--- src/rtl/fdc_map.svh ---
// Purpose: opcodes, field positions, reset values and counts of the
//          floppy command-phase handler
// Assumes: included by bare name from the design files
// Notes:   definitions only
`ifndef FDC_MAP_SVH
`define FDC_MAP_SVH

// ----------------------------------------------------------------
// command codes and masks
// ----------------------------------------------------------------
`define OPC_SPECIFY      8'h03
`define OPC_SEEK         8'h0F
`define OPC_DUMP         8'h0E
`define OPC_PERP         8'h12
`define OPC_CONFIG       8'h13
`define OPC_LOCK         8'h14
`define OPC_LOCK_MASK    8'h7F
`define OPC_RELSEEK      8'h8F
`define OPC_RELSEEK_MASK 8'hBF
`define OPC_READID       8'h0A
`define OPC_READID_MASK  8'hBF
`define OPC_LOW5_MASK    8'h1F
`define OPC_READ         8'h06
`define OPC_READ_DEL     8'h0C
`define OPC_WRITE        8'h05
`define OPC_WRITE_DEL    8'h09
`define OPC_VERIFY       8'h16
`define OPC_READ_TRACK   8'h02
`define OPC_FORMAT       8'h0D

// ----------------------------------------------------------------
// parameter counts, result counts, field positions
// ----------------------------------------------------------------
`define NPAR_XFER        4'h8
`define NPAR_FORMAT      4'h5
`define NPAR_TWO         4'h2
`define NPAR_ONE         4'h1
`define NPAR_CONFIG      4'h3
`define NRES_DUMP        4'hA
`define NRES_XFER        4'h7
`define NRES_ONE         4'h1
`define POS_LOCK         7
`define POS_DIR          6
`define POS_HEAD         2
`define PAR_CYL          2
`define PAR_SC           3
`define PAR_EOT          6
`define STAT_INVALID     8'h80
`define RST_BYTE         8'h00

`endif

--- src/rtl/fdc_pkg.sv ---
// Purpose: types shared by the floppy command-phase handler
// Assumes: nothing
// Notes:   constants live in fdc_map.svh
package fdc_pkg;

	// ------------------------------------------------------------
	// types
	// ------------------------------------------------------------
	typedef enum logic [2:0] {
		ST_CMD,
		ST_PARAM,
		ST_SEEK,
		ST_EXEC,
		ST_LOAD,
		ST_SHOW
	} state_t;

	typedef enum logic [3:0] {
		K_INVALID,
		K_SPECIFY,
		K_SEEK,
		K_RELSEEK,
		K_DUMP,
		K_READID,
		K_PERP,
		K_CONFIG,
		K_LOCK,
		K_XFER,
		K_FORMAT
	} kind_t;

endpackage

--- src/rtl/result_store.sv ---
// Purpose: ten-byte result store with a registered read port
// Assumes: load and read do not fall in the same cycle
// Notes:   byte 0 sits in the low bits of load_data
`timescale 1ns/1ps
module result_store
(
	// clock and reset
	input  wire logic        clk,
	input  wire logic        reset,
	// parallel load
	input  wire logic        load,
	input  wire logic [79:0] load_data,
	// read port
	input  wire logic [3:0]  rd_idx,
	output logic      [7:0]  q
);
	logic [7:0] mem [0:9];

	// whole result written at once, so no fill sequence is needed
	always_ff @(posedge clk or posedge reset)
	begin
		if (reset)
		begin
			for (int i = 0; i < 10; i++)
				mem[i] <= 8'h00;
		end
		else if (load)
		begin
			for (int i = 0; i < 10; i++)
				mem[i] <= load_data[i*8 +: 8];
		end
	end

	// registered read; out-of-range index reads zero
	always_ff @(posedge clk or posedge reset)
	begin
		if (reset)
			q <= 8'h00;
		else if (rd_idx < 4'hA)
			q <= mem[rd_idx];
		else
			q <= 8'h00;
	end

endmodule

--- src/rtl/floppy_cmd_phase_handler.sv ---
// Purpose: command-phase interpreter of a floppy disk controller
// Assumes: host bytes and drive-side events are on clk already
// Notes:   drive select is driven out on seek_unit and op_unit
//
// Behaviour
// - dump gives sector count after format
// - dump gives end-of-track after read/write
// - drive-select bits go out on seek_unit and op_unit
// - transfer family shares one decode by bits 0-4
// - implied seek before transfer when enabled
// - drive busy flag set during seek
// - seek failure reported in transfer result
// - seek failure: seek status, two zero bytes, failing cylinder
// - unknown code: standby, single result 80h
// - read-id captures first valid sector id
// - read-id returns three status, then C,H,R,N
// - implied seek needs no host action
// - configure third byte sets fifo and seek options
`timescale 1ns/1ps
`include "fdc_map.svh"
module floppy_cmd_phase_handler
(
	// clock and reset
	input  wire logic       clk,
	input  wire logic       reset,
	// host command bytes
	input  wire logic       cmd_valid,
	input  wire logic [7:0] cmd_data,
	output logic            cmd_ready,
	// host result bytes
	output logic            res_valid,
	output logic      [7:0] res_data,
	input  wire logic       res_ready,
	// main status
	output logic            rqm,
	output logic            dio,
	output logic            cmd_busy,
	output logic      [3:0] drive_busy,
	output logic            standby,
	// configuration seen by the rest of the controller
	output logic            fifo_disable,
	output logic            polling_disable,
	output logic      [3:0] fifo_threshold,
	// seek logic
	output logic            seek_start,
	output logic      [1:0] seek_unit,
	output logic      [7:0] seek_target,
	input  wire logic       seek_done,
	input  wire logic       seek_fail,
	input  wire logic [7:0] seek_st0,
	input  wire logic [7:0] seek_fail_cyl,
	// execution engine
	output logic            op_start,
	output logic      [7:0] op_cmd,
	output logic      [1:0] op_unit,
	output logic            op_head,
	input  wire logic       op_done,
	input  wire logic [7:0] op_st0,
	input  wire logic [7:0] op_st1,
	input  wire logic [7:0] op_st2,
	input  wire logic [7:0] op_c,
	input  wire logic [7:0] op_h,
	input  wire logic [7:0] op_r,
	input  wire logic [7:0] op_n
);
	// ------------------------------------------------------------
	// state
	// ------------------------------------------------------------
	fdc_pkg::state_t state_reg;
	fdc_pkg::state_t state_next;
	fdc_pkg::kind_t  kind_reg;
	fdc_pkg::kind_t  kind_in;
	logic [3:0] npar_in;
	logic [3:0] npar_reg;
	logic [3:0] pidx_reg;
	logic [7:0] par_reg [1:8];
	logic [7:0] pcn_reg [0:3];
	logic [7:0] tgt_reg;
	logic [7:0] spec1_reg, spec2_reg, perp_reg, cfg_reg, precomp_start_track_reg;
	logic [7:0] scot_reg;
	logic       last_fmt_reg, lock_reg, standby_reg;
	logic [3:0] rd_idx_reg, rcnt_reg, busy_reg;
	logic       take, last_par, need_seek;
	logic       exec_first_reg;
	logic       load_go;
	logic [79:0] load_vec;
	logic [3:0] load_cnt;
	logic [7:0] q;
	logic [1:0] unit;

	assign take      = cmd_valid && cmd_ready;
	assign last_par  = (state_reg == fdc_pkg::ST_PARAM) && take &&
		(pidx_reg == npar_reg);
	assign unit      = par_reg[1][1:0]; // also driven out on seek_unit and op_unit
	assign need_seek = cfg_reg[6] && (par_reg[`PAR_CYL] != pcn_reg[unit]);

	// ------------------------------------------------------------
	// first-byte decode
	// ------------------------------------------------------------
	always_comb
	begin
		kind_in = fdc_pkg::K_INVALID;
		npar_in = 4'h0;
		if ((cmd_data & `OPC_RELSEEK_MASK) == `OPC_RELSEEK)
		begin
			kind_in = fdc_pkg::K_RELSEEK;
			npar_in = `NPAR_TWO;
		end
		else if ((cmd_data & `OPC_LOCK_MASK) == `OPC_LOCK)
			kind_in = fdc_pkg::K_LOCK;
		else if ((cmd_data & `OPC_READID_MASK) == `OPC_READID)
		begin
			kind_in = fdc_pkg::K_READID;
			npar_in = `NPAR_ONE;
		end
		else if (cmd_data == `OPC_SPECIFY)
		begin
			kind_in = fdc_pkg::K_SPECIFY;
			npar_in = `NPAR_TWO;
		end
		else if (cmd_data == `OPC_SEEK)
		begin
			kind_in = fdc_pkg::K_SEEK;
			npar_in = `NPAR_TWO;
		end
		else if (cmd_data == `OPC_DUMP)
			kind_in = fdc_pkg::K_DUMP;
		else if (cmd_data == `OPC_PERP)
		begin
			kind_in = fdc_pkg::K_PERP;
			npar_in = `NPAR_ONE;
		end
		else if (cmd_data == `OPC_CONFIG)
		begin
			kind_in = fdc_pkg::K_CONFIG;
			npar_in = `NPAR_CONFIG;
		end
		else
		begin
			// upper bits carry mode flags; only bits 0-4 decode
			case (cmd_data & `OPC_LOW5_MASK)
				`OPC_READ, `OPC_READ_DEL, `OPC_WRITE, `OPC_WRITE_DEL,
				`OPC_VERIFY, `OPC_READ_TRACK:
				begin
					kind_in = fdc_pkg::K_XFER;
					npar_in = `NPAR_XFER;
				end
				`OPC_FORMAT:
				begin
					kind_in = fdc_pkg::K_FORMAT;
					npar_in = `NPAR_FORMAT;
				end
				default:
					kind_in = fdc_pkg::K_INVALID;
			endcase
		end
	end

	// ------------------------------------------------------------
	// result assembly, loaded into the store in one cycle
	// ------------------------------------------------------------
	always_comb
	begin
		load_go  = 1'b0;
		load_vec = 80'h0;
		load_cnt = 4'h0;
		if (state_reg == fdc_pkg::ST_CMD && take)
		begin
			case (kind_in)
				fdc_pkg::K_INVALID:
				begin
					load_go  = 1'b1;
					load_cnt = `NRES_ONE;
					load_vec[7:0] = `STAT_INVALID;
				end
				fdc_pkg::K_LOCK:
				begin
					load_go  = 1'b1;
					load_cnt = `NRES_ONE;
					load_vec[4] = cmd_data[`POS_LOCK];
				end
				fdc_pkg::K_DUMP:
				begin
					load_go  = 1'b1;
					load_cnt = `NRES_DUMP;
					load_vec = {precomp_start_track_reg, {1'b0, cfg_reg[6:0]},
						{lock_reg, 1'b0, perp_reg[5:0]}, scot_reg,
						spec2_reg, spec1_reg, pcn_reg[3], pcn_reg[2],
						pcn_reg[1], pcn_reg[0]};
				end
				default:
					load_go = 1'b0;
			endcase
		end
		else if (state_reg == fdc_pkg::ST_SEEK && seek_done &&
			seek_fail && kind_reg == fdc_pkg::K_XFER)
		begin
			// failure folds into the normal transfer result
			load_go  = 1'b1;
			load_cnt = `NRES_XFER;
			load_vec[55:0] = {par_reg[5], par_reg[4], par_reg[3],
				seek_fail_cyl, 8'h00, 8'h00, seek_st0};
		end
		else if (state_reg == fdc_pkg::ST_EXEC && op_done)
		begin
			// any executed command: status bytes, then C,H,R,N
			load_go  = 1'b1;
			load_cnt = `NRES_XFER;
			load_vec[55:0] = {op_n, op_r, op_h, op_c, op_st2, op_st1,
				op_st0};
		end
	end

	// ------------------------------------------------------------
	// phase sequencing
	// ------------------------------------------------------------
	always_comb
	begin
		state_next = state_reg;
		case (state_reg)
			fdc_pkg::ST_CMD:
				if (take)
					state_next = load_go ? fdc_pkg::ST_LOAD :
						(npar_in == 4'h0) ? fdc_pkg::ST_CMD :
						fdc_pkg::ST_PARAM;
			fdc_pkg::ST_PARAM:
				if (last_par)
				begin
					case (kind_reg)
						fdc_pkg::K_SEEK, fdc_pkg::K_RELSEEK:
							state_next = fdc_pkg::ST_SEEK;
						fdc_pkg::K_XFER, fdc_pkg::K_FORMAT,
						fdc_pkg::K_READID:
							state_next = fdc_pkg::ST_EXEC;
						default:
							state_next = fdc_pkg::ST_CMD;
					endcase
				end
			fdc_pkg::ST_SEEK:
				if (seek_done)
					state_next = load_go ? fdc_pkg::ST_LOAD :
						(kind_reg == fdc_pkg::K_XFER) ?
						fdc_pkg::ST_EXEC : fdc_pkg::ST_CMD;
			fdc_pkg::ST_EXEC:
				if (exec_first_reg && kind_reg == fdc_pkg::K_XFER &&
					need_seek)
					state_next = fdc_pkg::ST_SEEK;
				else if (load_go)
					state_next = fdc_pkg::ST_LOAD;
			fdc_pkg::ST_LOAD:
				state_next = fdc_pkg::ST_SHOW;
			fdc_pkg::ST_SHOW:
				if (res_ready)
					state_next = (rd_idx_reg + 4'h1 == rcnt_reg) ?
						fdc_pkg::ST_CMD : fdc_pkg::ST_LOAD;
			default:
				state_next = fdc_pkg::ST_CMD;
		endcase
	end

	always_ff @(posedge clk or posedge reset)
	begin
		if (reset)
			state_reg <= fdc_pkg::ST_CMD;
		else
			state_reg <= state_next;
	end

	// the seek check waits one cycle in exec, so C is already stored
	// and the host sends nothing extra for the seek
	always_ff @(posedge clk or posedge reset)
	begin
		if (reset)
			exec_first_reg <= 1'b0;
		else
			exec_first_reg <= last_par;
	end

	// ------------------------------------------------------------
	// command and parameter capture
	// ------------------------------------------------------------
	always_ff @(posedge clk or posedge reset)
	begin
		if (reset)
		begin
			kind_reg <= fdc_pkg::K_INVALID;
			npar_reg <= 4'h0;
			pidx_reg <= 4'h1;
			op_cmd   <= `RST_BYTE;
			for (int i = 1; i < 9; i++)
				par_reg[i] <= `RST_BYTE;
		end
		else if (state_reg == fdc_pkg::ST_CMD && take)
		begin
			kind_reg <= kind_in;
			npar_reg <= npar_in;
			pidx_reg <= 4'h1;
			op_cmd   <= cmd_data;
		end
		else if (state_reg == fdc_pkg::ST_PARAM && take)
		begin
			par_reg[pidx_reg[2:0] == 3'h0 ? 4'h8 : pidx_reg] <= cmd_data;
			pidx_reg <= pidx_reg + 4'h1;
		end
	end

	// ------------------------------------------------------------
	// settings written by specify, perpendicular, configure, lock
	// ------------------------------------------------------------
	always_ff @(posedge clk or posedge reset)
	begin
		if (reset)
		begin
			spec1_reg  <= `RST_BYTE;
			spec2_reg  <= `RST_BYTE;
			perp_reg   <= `RST_BYTE;
			cfg_reg    <= `RST_BYTE;
			precomp_start_track_reg <= `RST_BYTE;
			lock_reg   <= 1'b0;
		end
		else if (state_reg == fdc_pkg::ST_CMD && take &&
			kind_in == fdc_pkg::K_LOCK)
			lock_reg <= cmd_data[`POS_LOCK];
		else if (last_par)
		begin
			case (kind_reg)
				fdc_pkg::K_SPECIFY:
				begin
					spec1_reg <= par_reg[1];
					spec2_reg <= cmd_data;
				end
				fdc_pkg::K_PERP:
					perp_reg <= cmd_data;
				fdc_pkg::K_CONFIG:
				begin
					cfg_reg    <= par_reg[2];
					precomp_start_track_reg <= cmd_data;
				end
				default:
					perp_reg <= perp_reg;
			endcase
		end
	end

	assign fifo_disable    = cfg_reg[5];
	assign polling_disable = cfg_reg[4];
	assign fifo_threshold  = cfg_reg[3:0];

	// ------------------------------------------------------------
	// sector-count or end-of-track, chosen by the last operation
	// ------------------------------------------------------------
	always_ff @(posedge clk or posedge reset)
	begin
		if (reset)
		begin
			scot_reg     <= `RST_BYTE;
			last_fmt_reg <= 1'b0;
		end
		else if (exec_first_reg && kind_reg == fdc_pkg::K_FORMAT)
		begin
			scot_reg     <= par_reg[`PAR_SC];
			last_fmt_reg <= 1'b1;
		end
		else if (exec_first_reg && kind_reg == fdc_pkg::K_XFER)
		begin
			scot_reg     <= par_reg[`PAR_EOT];
			last_fmt_reg <= 1'b0;
		end
	end

	// ------------------------------------------------------------
	// seek launch, busy flags and present cylinders
	// ------------------------------------------------------------
	always_ff @(posedge clk or posedge reset)
	begin
		if (reset)
		begin
			seek_start <= 1'b0;
			tgt_reg    <= `RST_BYTE;
			busy_reg   <= 4'h0;
			for (int i = 0; i < 4; i++)
				pcn_reg[i] <= `RST_BYTE;
		end
		else
		begin
			seek_start <= 1'b0;
			if (last_par && (kind_reg == fdc_pkg::K_SEEK ||
				kind_reg == fdc_pkg::K_RELSEEK))
			begin
				seek_start <= 1'b1;
				busy_reg[unit] <= 1'b1;
				if (kind_reg == fdc_pkg::K_SEEK)
					tgt_reg <= cmd_data;
				else if (op_cmd[`POS_DIR])
					tgt_reg <= pcn_reg[unit] + cmd_data;
				else
					tgt_reg <= pcn_reg[unit] - cmd_data;
			end
			else if (state_reg == fdc_pkg::ST_EXEC && exec_first_reg &&
				kind_reg == fdc_pkg::K_XFER && need_seek)
			begin
				seek_start     <= 1'b1;
				tgt_reg        <= par_reg[`PAR_CYL];
				busy_reg[unit] <= 1'b1;
			end
			else if (state_reg == fdc_pkg::ST_SEEK && seek_done)
			begin
				busy_reg[unit] <= 1'b0;
				pcn_reg[unit]  <= seek_fail ? seek_fail_cyl : tgt_reg;
			end
		end
	end

	assign seek_unit   = unit;
	assign seek_target = tgt_reg;
	assign drive_busy  = busy_reg;
	assign op_unit     = unit;
	assign op_head     = par_reg[1][`POS_HEAD];

	// ------------------------------------------------------------
	// execution handoff; implied seek diverts to the seek state
	// ------------------------------------------------------------
	logic op_start_reg;
	always_ff @(posedge clk or posedge reset)
	begin
		if (reset)
			op_start_reg <= 1'b0;
		else
			op_start_reg <= (state_reg == fdc_pkg::ST_EXEC &&
				exec_first_reg && !(kind_reg == fdc_pkg::K_XFER &&
				need_seek)) || (state_reg == fdc_pkg::ST_SEEK &&
				seek_done && !seek_fail && kind_reg == fdc_pkg::K_XFER);
	end
	assign op_start = op_start_reg;

	// an implied seek parks in the seek state and comes back to exec
	// only on a good seek_done, so busy and cylinder follow one path

	// ------------------------------------------------------------
	// result readout and standby
	// ------------------------------------------------------------
	always_ff @(posedge clk or posedge reset)
	begin
		if (reset)
		begin
			rd_idx_reg  <= 4'h0;
			rcnt_reg    <= 4'h0;
			standby_reg <= 1'b0;
		end
		else
		begin
			if (load_go)
			begin
				rd_idx_reg <= 4'h0;
				rcnt_reg   <= load_cnt;
			end
			else if (state_reg == fdc_pkg::ST_SHOW && res_ready)
				rd_idx_reg <= rd_idx_reg + 4'h1;
			if (state_reg == fdc_pkg::ST_CMD && take)
				standby_reg <= (kind_in == fdc_pkg::K_INVALID);
		end
	end

	result_store u_store
	(
		.clk       (clk),
		.reset     (reset),
		.load      (load_go),
		.load_data (load_vec),
		.rd_idx    (rd_idx_reg),
		.q         (q)
	);

	assign res_data  = q;
	assign res_valid = (state_reg == fdc_pkg::ST_SHOW);
	assign cmd_ready = (state_reg == fdc_pkg::ST_CMD) ||
		(state_reg == fdc_pkg::ST_PARAM);
	assign rqm       = cmd_ready || res_valid;
	assign dio       = res_valid;
	assign cmd_busy  = (state_reg != fdc_pkg::ST_CMD);
	assign standby   = standby_reg;
endmodule

--- config.mk ---
export PLATFORM = sky130hd
export DESIGN_NAME = floppy_cmd_phase_handler
export DESIGN_NICKNAME = d
export VERILOG_FILES = /design/src/rtl/fdc_pkg.sv /design/src/rtl/result_store.sv /design/src/rtl/floppy_cmd_phase_handler.sv
export VERILOG_INCLUDE_DIRS = /design/src /design/src/rtl
export SDC_FILE = /design/constraint.sdc
export NUM_CORES = 1
export LEC_CHECK = 0
export ABC_AREA = 1
export BUFFER_PORTS_ARGS = -buffer_cell sky130_fd_sc_hd__buf_2
export CORE_MARGIN = 5
export CORE_UTILIZATION = 54
export DETAILED_ROUTE_END_ITERATION = 6
export PLACE_DENSITY = 0.85
export SYNTH_ARGS = -nofsm -noshare
export SYNTH_HDL_FRONTEND = slang
export SYNTH_SLANG_ARGS = --single-unit
export TNS_END_PERCENT = 30
--- constraint.sdc ---
create_clock -name clk -period 11 [get_ports clk]
set_clock_uncertainty 0.05 [all_clocks]
set_input_delay 3.3 -clock clk [delete_from_list [all_inputs] [get_ports clk]]
set_output_delay 3.3 -clock clk [all_outputs]
set_load 0.02 [all_outputs]
Yosys cells after proc, flatten, opt, wreduce, memory -nomap -nowiden --
Cells that the tools add are included.
Word-level totals: word-level logic and storage cells 234, output and inout bits 47, flip-flop bits (word level) 277
Operators by class: add/sub/neg operators 4, equal/unequal tests 38, $lt $le $gt $ge 8, bitwise logic cells 10, multiplexer cells 79, reductions and logical operators 52
Operators by type and width (count):
- 2-to-1 mux 56 bit | 3
- 2-to-1 mux 8 bit | 14
- 2-to-1 mux 4 bit | 26
- 2-to-1 mux 72 bit | 1
- bitwise mux 64 bit | 1
- 2-to-1 mux 3 bit | 11
- binary-select mux 8 bit (select 4 bit) | 1
- bitwise mux 32 bit | 1
- demux 8 bit (select 4 bit) | 1
- logical AND 1 bit | 25
- 2-to-1 mux 24 bit | 1
- case mux 4 bit (2 select lines) | 3
- case mux 3 bit (6 select lines) | 1
- binary-select mux 8 bit (select 2 bit) | 1
- demux 8 bit (select 2 bit) | 1
- == test 4 x 3 -> 1 bit, second input constant | 4
- == test 8 x 4 -> 1 bit, second input constant | 2
- == test 8 x 5 -> 1 bit, second input constant | 2
- == test 5 x 4 -> 1 bit, second input constant | 3
- == test 4 bit, second input constant | 3
- AND reduction 3 bit | 4
- == test 5 x 3 -> 1 bit, second input constant | 2
- greater-or-equal comparator 5 bit, second input constant | 2
- inverter 4 -> 5 bit | 2
- other kinds (47) | 76

Depth between registers and ports, before layout --
Gate-level depths: netlist of run 1.
depth after elaboration 18, gate-level depth with buffers 18

Hierarchy --
From an unflattened synthesis of run 1, not the netlist that was laid out.
Unflattened totals: cells, all modules 1790, area total of the unflattened synthesis 14153.6 um^2
By module, submodules not included:
- floppy_cmd_phase_handler | sequential area each 4330.4 um^2, instances 1, cells each 1318, area an instance 10027.1 um^2
- result_store | sequential area each 2202.1 um^2, instances 1, cells each 472, area an instance 4126.5 um^2

Worst setup path after synthesis of run 1 --
OpenSTA, ideal clock, no wires.
kind input to register, from input port cmd_data[1], to register tgt_reg[6], in the netlist seek_target[6], cell stages on the path 15, data required time 10824 ps, setup slack 5546 ps, arrival time 5278 ps, library setup time 126 ps, path buffers 1, path through inv_1 > clkbuf_1 > ha_1 > nand2_1 > o21ai_0 > fa_1 > nand3_1 > nand2_1 > nand2_1 > nand2_1 > a21oi_1 > xor2_1 > nand2_1 > o211ai_1 > a21oi_1
On the way: cells in the longest elaborated chain, start to end 4, elaborated cells between the ends (all ways) 5, those cells by class add/sub (2); mux (3)
RTL lines:
- start: declaration | RTL line floppy_cmd_phase_handler.sv:28 | input wire logic [7:0] cmd_data,
- subtractor 8 bit or adder 8 bit (tied branches) | RTL line floppy_cmd_phase_handler.sv:397, floppy_cmd_phase_handler.sv:395
- 2-to-1 mux 8 bit * | RTL line floppy_cmd_phase_handler.sv:394 | else if (op_cmd[`POS_DIR])
- 2-to-1 mux 8 bit * | RTL line floppy_cmd_phase_handler.sv:392 | if (kind_reg == fdc_pkg::K_SEEK)
- 2-to-1 mux 8 bit * | RTL line floppy_cmd_phase_handler.sv:387 | if (last_par && (kind_reg == fdc_pkg::K_SEEK ||
- end signal: assignment | RTL line floppy_cmd_phase_handler.sv:393 | tgt_reg <= cmd_data;
- end signal: assignment | RTL line floppy_cmd_phase_handler.sv:395 | tgt_reg <= pcn_reg[unit] + cmd_data;
- end signal: assignment | RTL line floppy_cmd_phase_handler.sv:397 | tgt_reg <= pcn_reg[unit] - cmd_data;
- end: declaration | RTL line floppy_cmd_phase_handler.sv:78 | logic [7:0] tgt_reg;
Every way passes the cells marked *; elsewhere a longest branch is shown, timed or not. A chain may end at the register's enable or synchronous reset.

Worst setup path in the final report of run 1 --
from input port cmd_data[1], to register rd_idx_reg[2]
On the way: cells in the longest elaborated chain, start to end 16, elaborated cells between the ends (all ways) 33, those cells by class eq/ne (17); mux (12); reduce/logical (4)
RTL lines:
- == test 5 x 3 -> 1 bit (tied with other cells) | RTL line floppy_cmd_phase_handler.sv:141 | case (cmd_data & `OPC_LOW5_MASK)
- OR reduction 6 bit | RTL line floppy_cmd_phase_handler.sv:141
- case mux 4 bit (2 select lines) | RTL line floppy_cmd_phase_handler.sv:141
- 2-to-1 mux 4 bit | RTL line floppy_cmd_phase_handler.sv:133 | else if (cmd_data == `OPC_CONFIG)
- 2-to-1 mux 4 bit | RTL line floppy_cmd_phase_handler.sv:128 | else if (cmd_data == `OPC_PERP)
- 2-to-1 mux 4 bit | RTL line floppy_cmd_phase_handler.sv:126 | else if (cmd_data == `OPC_DUMP)
- 2-to-1 mux 4 bit | RTL line floppy_cmd_phase_handler.sv:121 | else if (cmd_data == `OPC_SEEK)
- 2-to-1 mux 4 bit | RTL line floppy_cmd_phase_handler.sv:116 | else if (cmd_data == `OPC_SPECIFY)
- 2-to-1 mux 4 bit | RTL line floppy_cmd_phase_handler.sv:111 | else if ((cmd_data & `OPC_READID_MASK) == `OPC_READID)
- 2-to-1 mux 4 bit | RTL line floppy_cmd_phase_handler.sv:109 | else if ((cmd_data & `OPC_LOCK_MASK) == `OPC_LOCK)
- 2-to-1 mux 4 bit * | RTL line floppy_cmd_phase_handler.sv:104 | if ((cmd_data & `OPC_RELSEEK_MASK) == `OPC_RELSEEK)
- == test 4 bit (tied with other cells) | RTL line floppy_cmd_phase_handler.sv:169 | case (kind_in)
- OR reduction 3 bit (no source line) *
- 2-to-1 mux 1 bit * | RTL line floppy_cmd_phase_handler.sv:169
- 2-to-1 mux 1 bit * | RTL line floppy_cmd_phase_handler.sv:167 | if (state_reg == fdc_pkg::ST_CMD && take)
- 2-to-1 mux 4 bit or nonzero test 2 bit (tied branches)
- end signal: assignment | RTL line floppy_cmd_phase_handler.sv:458 | rd_idx_reg <= rd_idx_reg + 4'h1;
- end: declaration | RTL line floppy_cmd_phase_handler.sv:82 | logic [3:0] rd_idx_reg, rcnt_reg, busy_reg;
Marks and branches as above.

==> flow_metrics.tcl, run 1 <==
set metrics [dict create \
    final_cell_area_um2 14500 \
    syn_area_um2 13000 \
    area_delta_synth_final_pct 11.5 \
    syn_avg_cell_area_um2 8.16 \
    final_nets 1776 \
    run_status "finished clean" \
    powerDensity_nw_per_um2 228 \
    worst_pin_slew_ns 1.07 \
    drc 0 \
    antenna_left 0 \
    grt_antenna_before_repair 0 \
    synth-seq-cells 259 \
    setup_viol 0 \
    cts_tree "done" \
    grt_max_degree 117 \
    cp_max_fo 40 \
    clk_latency_ns 0.53 \
    worst-setup-path-type "primary input to flip-flop" \
    min_period_ns 6.06 \
    drive_gt1_share_pct 15.1 \
    setup_tns_ns 0 \
    rows 56 \
    cts_buffers 26 \
    crit_path_frequent_cell "nand2_1" \
    critPathSlowestCell "inv_1" \
    async_flop_share_pct 100 \
    cts.repair.resized 0 \
    slowest_delay_ns 0.52 \
    rsz0062_at_grt "false" \
    synth_edf_count 0 \
    gp_congestion 0.914 \
    ios 134 \
    cts.sinks 259 \
    hold_viol_final 0 \
    clkTransAtPathRegs_ns 0.06 \
    post_cts_buffers 0 \
    final_cell_mix "531 x nand2_1, 258 x dfrtp_1, 164 x o21ai_0" \
    ctsHoldBuffers 0 \
    largest_reg_flops 78 \
    ys.flop_type "dfrtp_1" \
    end_kind "flip-flop" \
    drv_slew 0 \
    cap_violations 0 \
    cts_root_buf "clkbuf_16" \
    synth.distinct_cells 46 \
    regArea_um2 6480 \
    drt-total-wl_mm 38.4 \
    power.leakage_nw 7.18 \
    grt_use_total_pct 28.3 \
    synth_nets 1697 \
    final_common_cell "nand2_1" \
    drtPass1Iterations 7 \
    routed-via-count 11800 \
    start_util_pct 55.1 \
    arrival_ns 6.45 \
    fmax_mhz 165 \
    port_buffers 133 \
    drt_iter0_markers 1206 \
    wl_per_cell_um 19.1 \
    dpl.hpwl_mm 26.6 \
    die_w_um 165 \
    crit_path_start_kind "primary input" \
    worstPathCellList "buf_2 > inv_1 > ha_1 > nand3_1 > nand2_1 > nand2_1 > nand3_1 > nand2_1 > nand2_2 > nand2_1 > nand4_2 > nand2_4 > inv_2 > buf_4 > nand2_1 > o22ai_1" \
    die_y_um 165 \
    grt_overflow 0 \
    cp.required_ns 11.39 \
    worst_slack_ns 4.94 \
    pre_cts_slack_ns 4.53 \
    grt_pass1_wl_mm 60.8 \
    min_period_over_period_pct 55.1 \
    placed_area_um2 13700 \
    peakVddDrop_mv 0.138 \
    cts.path.max_buffers 3 \
    holdCritPathClass "flip-flop to flip-flop" \
    fill_cells 2018 \
    slew_headroom_pct 28.4 \
    grt_pass1_vias 11400 \
    die_area_um2 27300 \
    yosys_warnings 0 \
    num_antenna_cells 0 \
    core_area_um2 23600 \
    ctsHtreeMaxLevel 1 \
    synthCells 1595 \
    viasPerCell 5.89 \
    synth.yosys.seq_area_share_pct 49.8 \
    multi_input_area_um2 5720 \
]
## metal layers
metal / vias to the layer above / GRT usage (%) / part of all wire, %
li1: 5451 / - / -
met1: 5684 / 40.8 / 41
met2: 614 / 42.9 / 45
met3: 86 / 4.59 / 9.9
met4: 0 / 11.2 / 3.9
met5: - / 0 / 0
## Yosys cell counts (6+ instances only)
cell type | count | area share (%)
a21oi_1 | 22 | 0.85
a31oi_1 | 12 | 0.58
buf_2 | 21 | 0.81
buf_4 | 17 | 0.98
clkbuf_1 | 45 | 1.3
dfrtp_1 | 258 | 50
ha_1 | 14 | 1.3
inv_1 | 77 | 2.2
inv_2 | 12 | 0.35
mux2_2 | 38 | 3.3
nand2_1 | 531 | 15
nand3_1 | 144 | 5.5
nand4_1 | 48 | 2.3
nor2_1 | 79 | 2.3
nor3_1 | 14 | 0.54
o211ai_1 | 6 | 0.35
o21ai_0 | 164 | 6.3
o21ai_1 | 6 | 0.23
o22ai_1 | 10 | 0.48
xor2_1 | 13 | 0.88
## cells by family after synthesis
logic type               count (synthesis)  share of synthesized area, %
XOR/XNOR                                15                          1.01
adder cells (fa/ha/maj)                 15                          1.50
multiplexers                            43                          3.67
AO/OA/AOI/OAI                          239                          9.99
buffers and inverters                  182                          6.23
flip-flops                             259                          49.8
AND/OR/NAND/NOR                        842                          27.8
## cell type report
type | count | share of cell area, %
Sequential cell | 259 | 44.7
Tap cell | 319 | 2.75
Clock buffer | 39 | 5.18
Timing Repair Buffer | 142 | 5.06
Clock inverter | 7 | 0.440
Multi-Input combinational cell | 1154 | 39.5
Inverter | 91 | 2.41
## power breakdown
group / internal [mW] / total [mW] / switching, mW
Clock: 0.493 / 0.860 / 0.367
Combinational: 0.359 / 1.09 / 0.731
Sequential: 1.16 / 1.35 / 0.192
Total: 2.01 / 3.30 / 1.29
## worst paths after layout
check                                startpoint              end  slack [ns]  cells past startpoint
worst max-delay path                cmd_data[1]    rd_idx_reg[2]        4.94                     16
worst min-delay path            u_store.mem[12]  u_store.mem[12]        0.42                      2
worst min register to register  u_store.mem[12]  u_store.mem[12]        0.42                      2
max in group asynchronous                 reset  u_store.mem[65]        6.55                      3
min in group asynchronous                 reset  u_store.mem[10]        2.86                      2
worst max register to register       op_unit[0]   seek_target[6]        7.50                     16
## stage by stage
step | total power, mW | instances | util (%) | hold slack (ns)
floorplan | 2.10 | 1595 | - | 0.391
global placement | 2.38 | 1965 | 58.0 | 0.404
detailed placement | 2.42 | 1965 | 58.0 | 0.408
CTS | 3.28 | 2011 | 61.4 | 0.423
global route | 3.50 | 2011 | 61.4 | 0.438
finish | 3.30 | 2011 | 61.4 | 0.423
## worst max-delay path: cells and delay by family
family	cells	cell delay, ns
buffers and inverters	4	1.66
AND/OR/NAND/NOR	10	0.95
adder cells (fa/ha/maj)	1	0.33
AO/OA/AOI/OAI	1	0.15
No activity file was read; power rests on OpenSTA's default activity.
==> inputs of run 2 (changes only) <==
--- a/config.mk
+++ b/config.mk
@@ -6,7 +6,7 @@
 export SDC_FILE = /design/constraint.sdc
 export NUM_CORES = 1
 export LEC_CHECK = 0
-export ABC_AREA = 1
+export ABC_AREA = 0
 export BUFFER_PORTS_ARGS = -buffer_cell sky130_fd_sc_hd__buf_2
 export CORE_MARGIN = 5
 export CORE_UTILIZATION = 54
==> constraint.sdc (replaced) <==
create_clock -name clk -period 4.9 [get_ports clk]
set_clock_uncertainty 0.05 [all_clocks]
set_input_delay 1.47 -clock clk [delete_from_list [all_inputs] [get_ports clk]]
set_output_delay 1.47 -clock clk [all_outputs]
set_load 0.02 [all_outputs]
==> flow_metrics.tcl, run 2 <==
set metrics [dict create \
    run_status "finished clean" \
    end_kind "flip-flop" \
    cap_violations 0 \
    cts_root_buf "clkbuf_16" \
    routed-via-count 10100 \
    synth_top_family_by_area "compound AO/OA/AOI/OAI gates" \
    cts_buffers 26 \
    synthCells 1178 \
    async_flop_share_pct 100 \
    grt_max_degree 130 \
    die_w_um 163 \
    syn_area_um2 12700 \
    rsz0062_at_grt "false" \
    grt_overflow 0 \
    arrival_ns 4.42 \
    final_common_cell "dfrtp_1" \
    netlist.area_leader.share_pct 50.9 \
    drt_iter0_markers 1278 \
    worst_pin_slew_ns 1.15 \
    place_inst 1549 \
    multi_input_area_um2 5600 \
    grt_use_total_pct 27.2 \
    yosysTopAreaCell "dfrtp_1" \
    cts.sinks 259 \
    netlist_top_cells_area "dfrtp_1 51%, mux2_2 7.1%, mux4_2 4.1%" \
    die_y_um 163 \
    drive_gt1_share_pct 24.1 \
    ys.flop_type "dfrtp_1" \
    cts.repair.resized 0 \
    crit_path_start_kind "primary input" \
    final_cell_mix "258 x dfrtp_1, 133 x buf_2, 128 x nand2_1" \
    grt_pass1_wl_mm 56.6 \
    gp_congestion 0.933 \
    regArea_um2 6480 \
    worst-setup-path-type "primary input to flip-flop" \
    setup_viol 0 \
    ctsHoldBuffers 0 \
    clk_latency_ns 0.53 \
    synth.distinct_cells 69 \
    drtPass1Iterations 7 \
    slew_headroom_pct 22.8 \
    peakVddDrop_mv 0.328 \
    power.leakage_nw 6.76 \
    fin_cells 1598 \
    port_buffers 133 \
    antenna_left 0 \
    synthSimpleGateAreaFrac_pct 10.9 \
    ios 134 \
    min_period_over_period_pct 82.8 \
    wl_per_cell_um 22.6 \
    totalPowerFinal_mw 8.17 \
    yosys_warnings 0 \
    cts.path.max_buffers 3 \
    largest_reg_flops 78 \
    synth_xor_xnor_area_share_pct 2.42 \
    syn_avg_cell_area_um2 10.8 \
    viasPerCell 6.31 \
    ctsHtreeMaxLevel 1 \
    cp_max_fo 17 \
    post_cts_buffers 0 \
    powerDensity_nw_per_um2 573 \
    core_area_um2 23300 \
    final_nets 1360 \
    drv_slew 0 \
    drt-total-wl_mm 36.2 \
    fill_cells 1835 \
    grt_antenna_before_repair 1 \
    synthMuxAreaShare_pct 14.3 \
    dpl.hpwl_mm 25.4 \
    synth.yosys.seq_area_share_pct 51.1 \
    die_area_um2 26600 \
    clkTransAtPathRegs_ns 0.06 \
    rows 56 \
    cts_tree "done" \
    synth-seq-cells 259 \
    holdCritPathClass "flip-flop to flip-flop" \
    min_period_ns 4.06 \
    start_util_pct 54.5 \
    yosysMostFrequentCell "dfrtp_1" \
    synth_compound_area_share_pct 15.0 \
    area_delta_synth_final_pct 12.5 \
    drc 0 \
    synthAdderAreaFrac_pct 1.54 \
    synth_edf_count 0 \
    synth_nets 1280 \
    cp.required_ns 5.26 \
    yosys-top-cells-count "258 x dfrtp_1, 128 x nand2_1, 95 x o21ai_0" \
    fmax_mhz 247 \
    hold_viol_final 0 \
    grt_pass1_vias 9963 \
]
-- run 2: changes by cell type after synthesis, moves of 39 or more --
cell / change
a21oi_1: +48
inv_1: -47
mux2_2: +42
nand2_1: -403
nand3_1: -132
nand4_1: -39
o21ai_0: -69
-- run 2: critical path, stage by stage --
cell	delay [ns]
buf_2	0.25
inv_1	0.20
ha_1	0.32
or2_2	0.32
a32oi_1	0.27
o2111ai_2	0.22
and3b_1	0.49
buf_4	0.30
a2bb2oi_1	0.18
o21ai_0	0.10
a221o_1	0.27
-- run 2: routing by layer --
metal / share of wire, % / vias up / global-route usage (%) / wire (µm)
met4: 3.2 / 2 / 8.73 / 1160
met3: 11 / 88 / 6.01 / 3960
li1: - / 4393 / - / -
met2: 46 / 618 / 42.0 / 16600
met1: 40 / 4983 / 38.6 / 14400
met5: 0.036 / - / 0 / 13
-- run 2: final timing paths --
path                                   from               to  slack (ns)  cells after the start
max in group asynchronous             reset      pidx_reg[3]        2.65                      3
worst min register to register    op_cmd[4]        op_cmd[4]        0.43                      2
worst min-delay path              op_cmd[4]        op_cmd[4]        0.43                      2
worst max register to register   op_unit[0]   seek_target[7]        1.34                      9
min in group asynchronous             reset  u_store.mem[74]        0.98                      2
worst max-delay path            cmd_data[0]  u_store.mem[76]        0.84                     11
-- run 2: per-stage QoR --
step	utilization [%]	hold slack, ns	setup WS [ns]	setup TNS (ns)	instance area [µm²]
floorplan	-	0.397	-0.0328	-8.45	12700
global placement	57.7	0.406	0.519	0	13400
detailed placement	57.7	0.410	0.389	0	13400
CTS	61.3	0.430	0.909	0	14300
global route	61.3	0.453	0.668	0	14300
finish	61.3	0.426	0.843	0	14300
-- run 2: logic make-up (layout without fill, tap and decap cells) --
logic type | after synthesis | in the layout
and+or+nand+nor | 298 | 298
buffers and inverters | 130 | 230
AOI/OAI and AO/OA | 299 | 299
muxes | 142 | 142
xor gates and xnor gates | 35 | 35
adders and majority gates | 15 | 15
other | 0 | 1
DFF | 259 | 259
-- run 2: report_power, final --
group	internal (mW)	switching, mW
logic	1.24	1.52
clock network	1.11	0.807
registers	2.81	0.682
-- run 2: area by class of cell --
| type | count | share of cell area (%) |
|---|---|---|
| clock buffer | 43 | 5.58 |
| antenna | 1 | 0.0176 |
| timing repair buffer | 151 | 5.79 |
| inverter | 31 | 0.843 |
| tap | 319 | 2.80 |
| sequential | 259 | 45.5 |
| multi-input combinational | 789 | 39.3 |
| clock inverter | 5 | 0.202 |
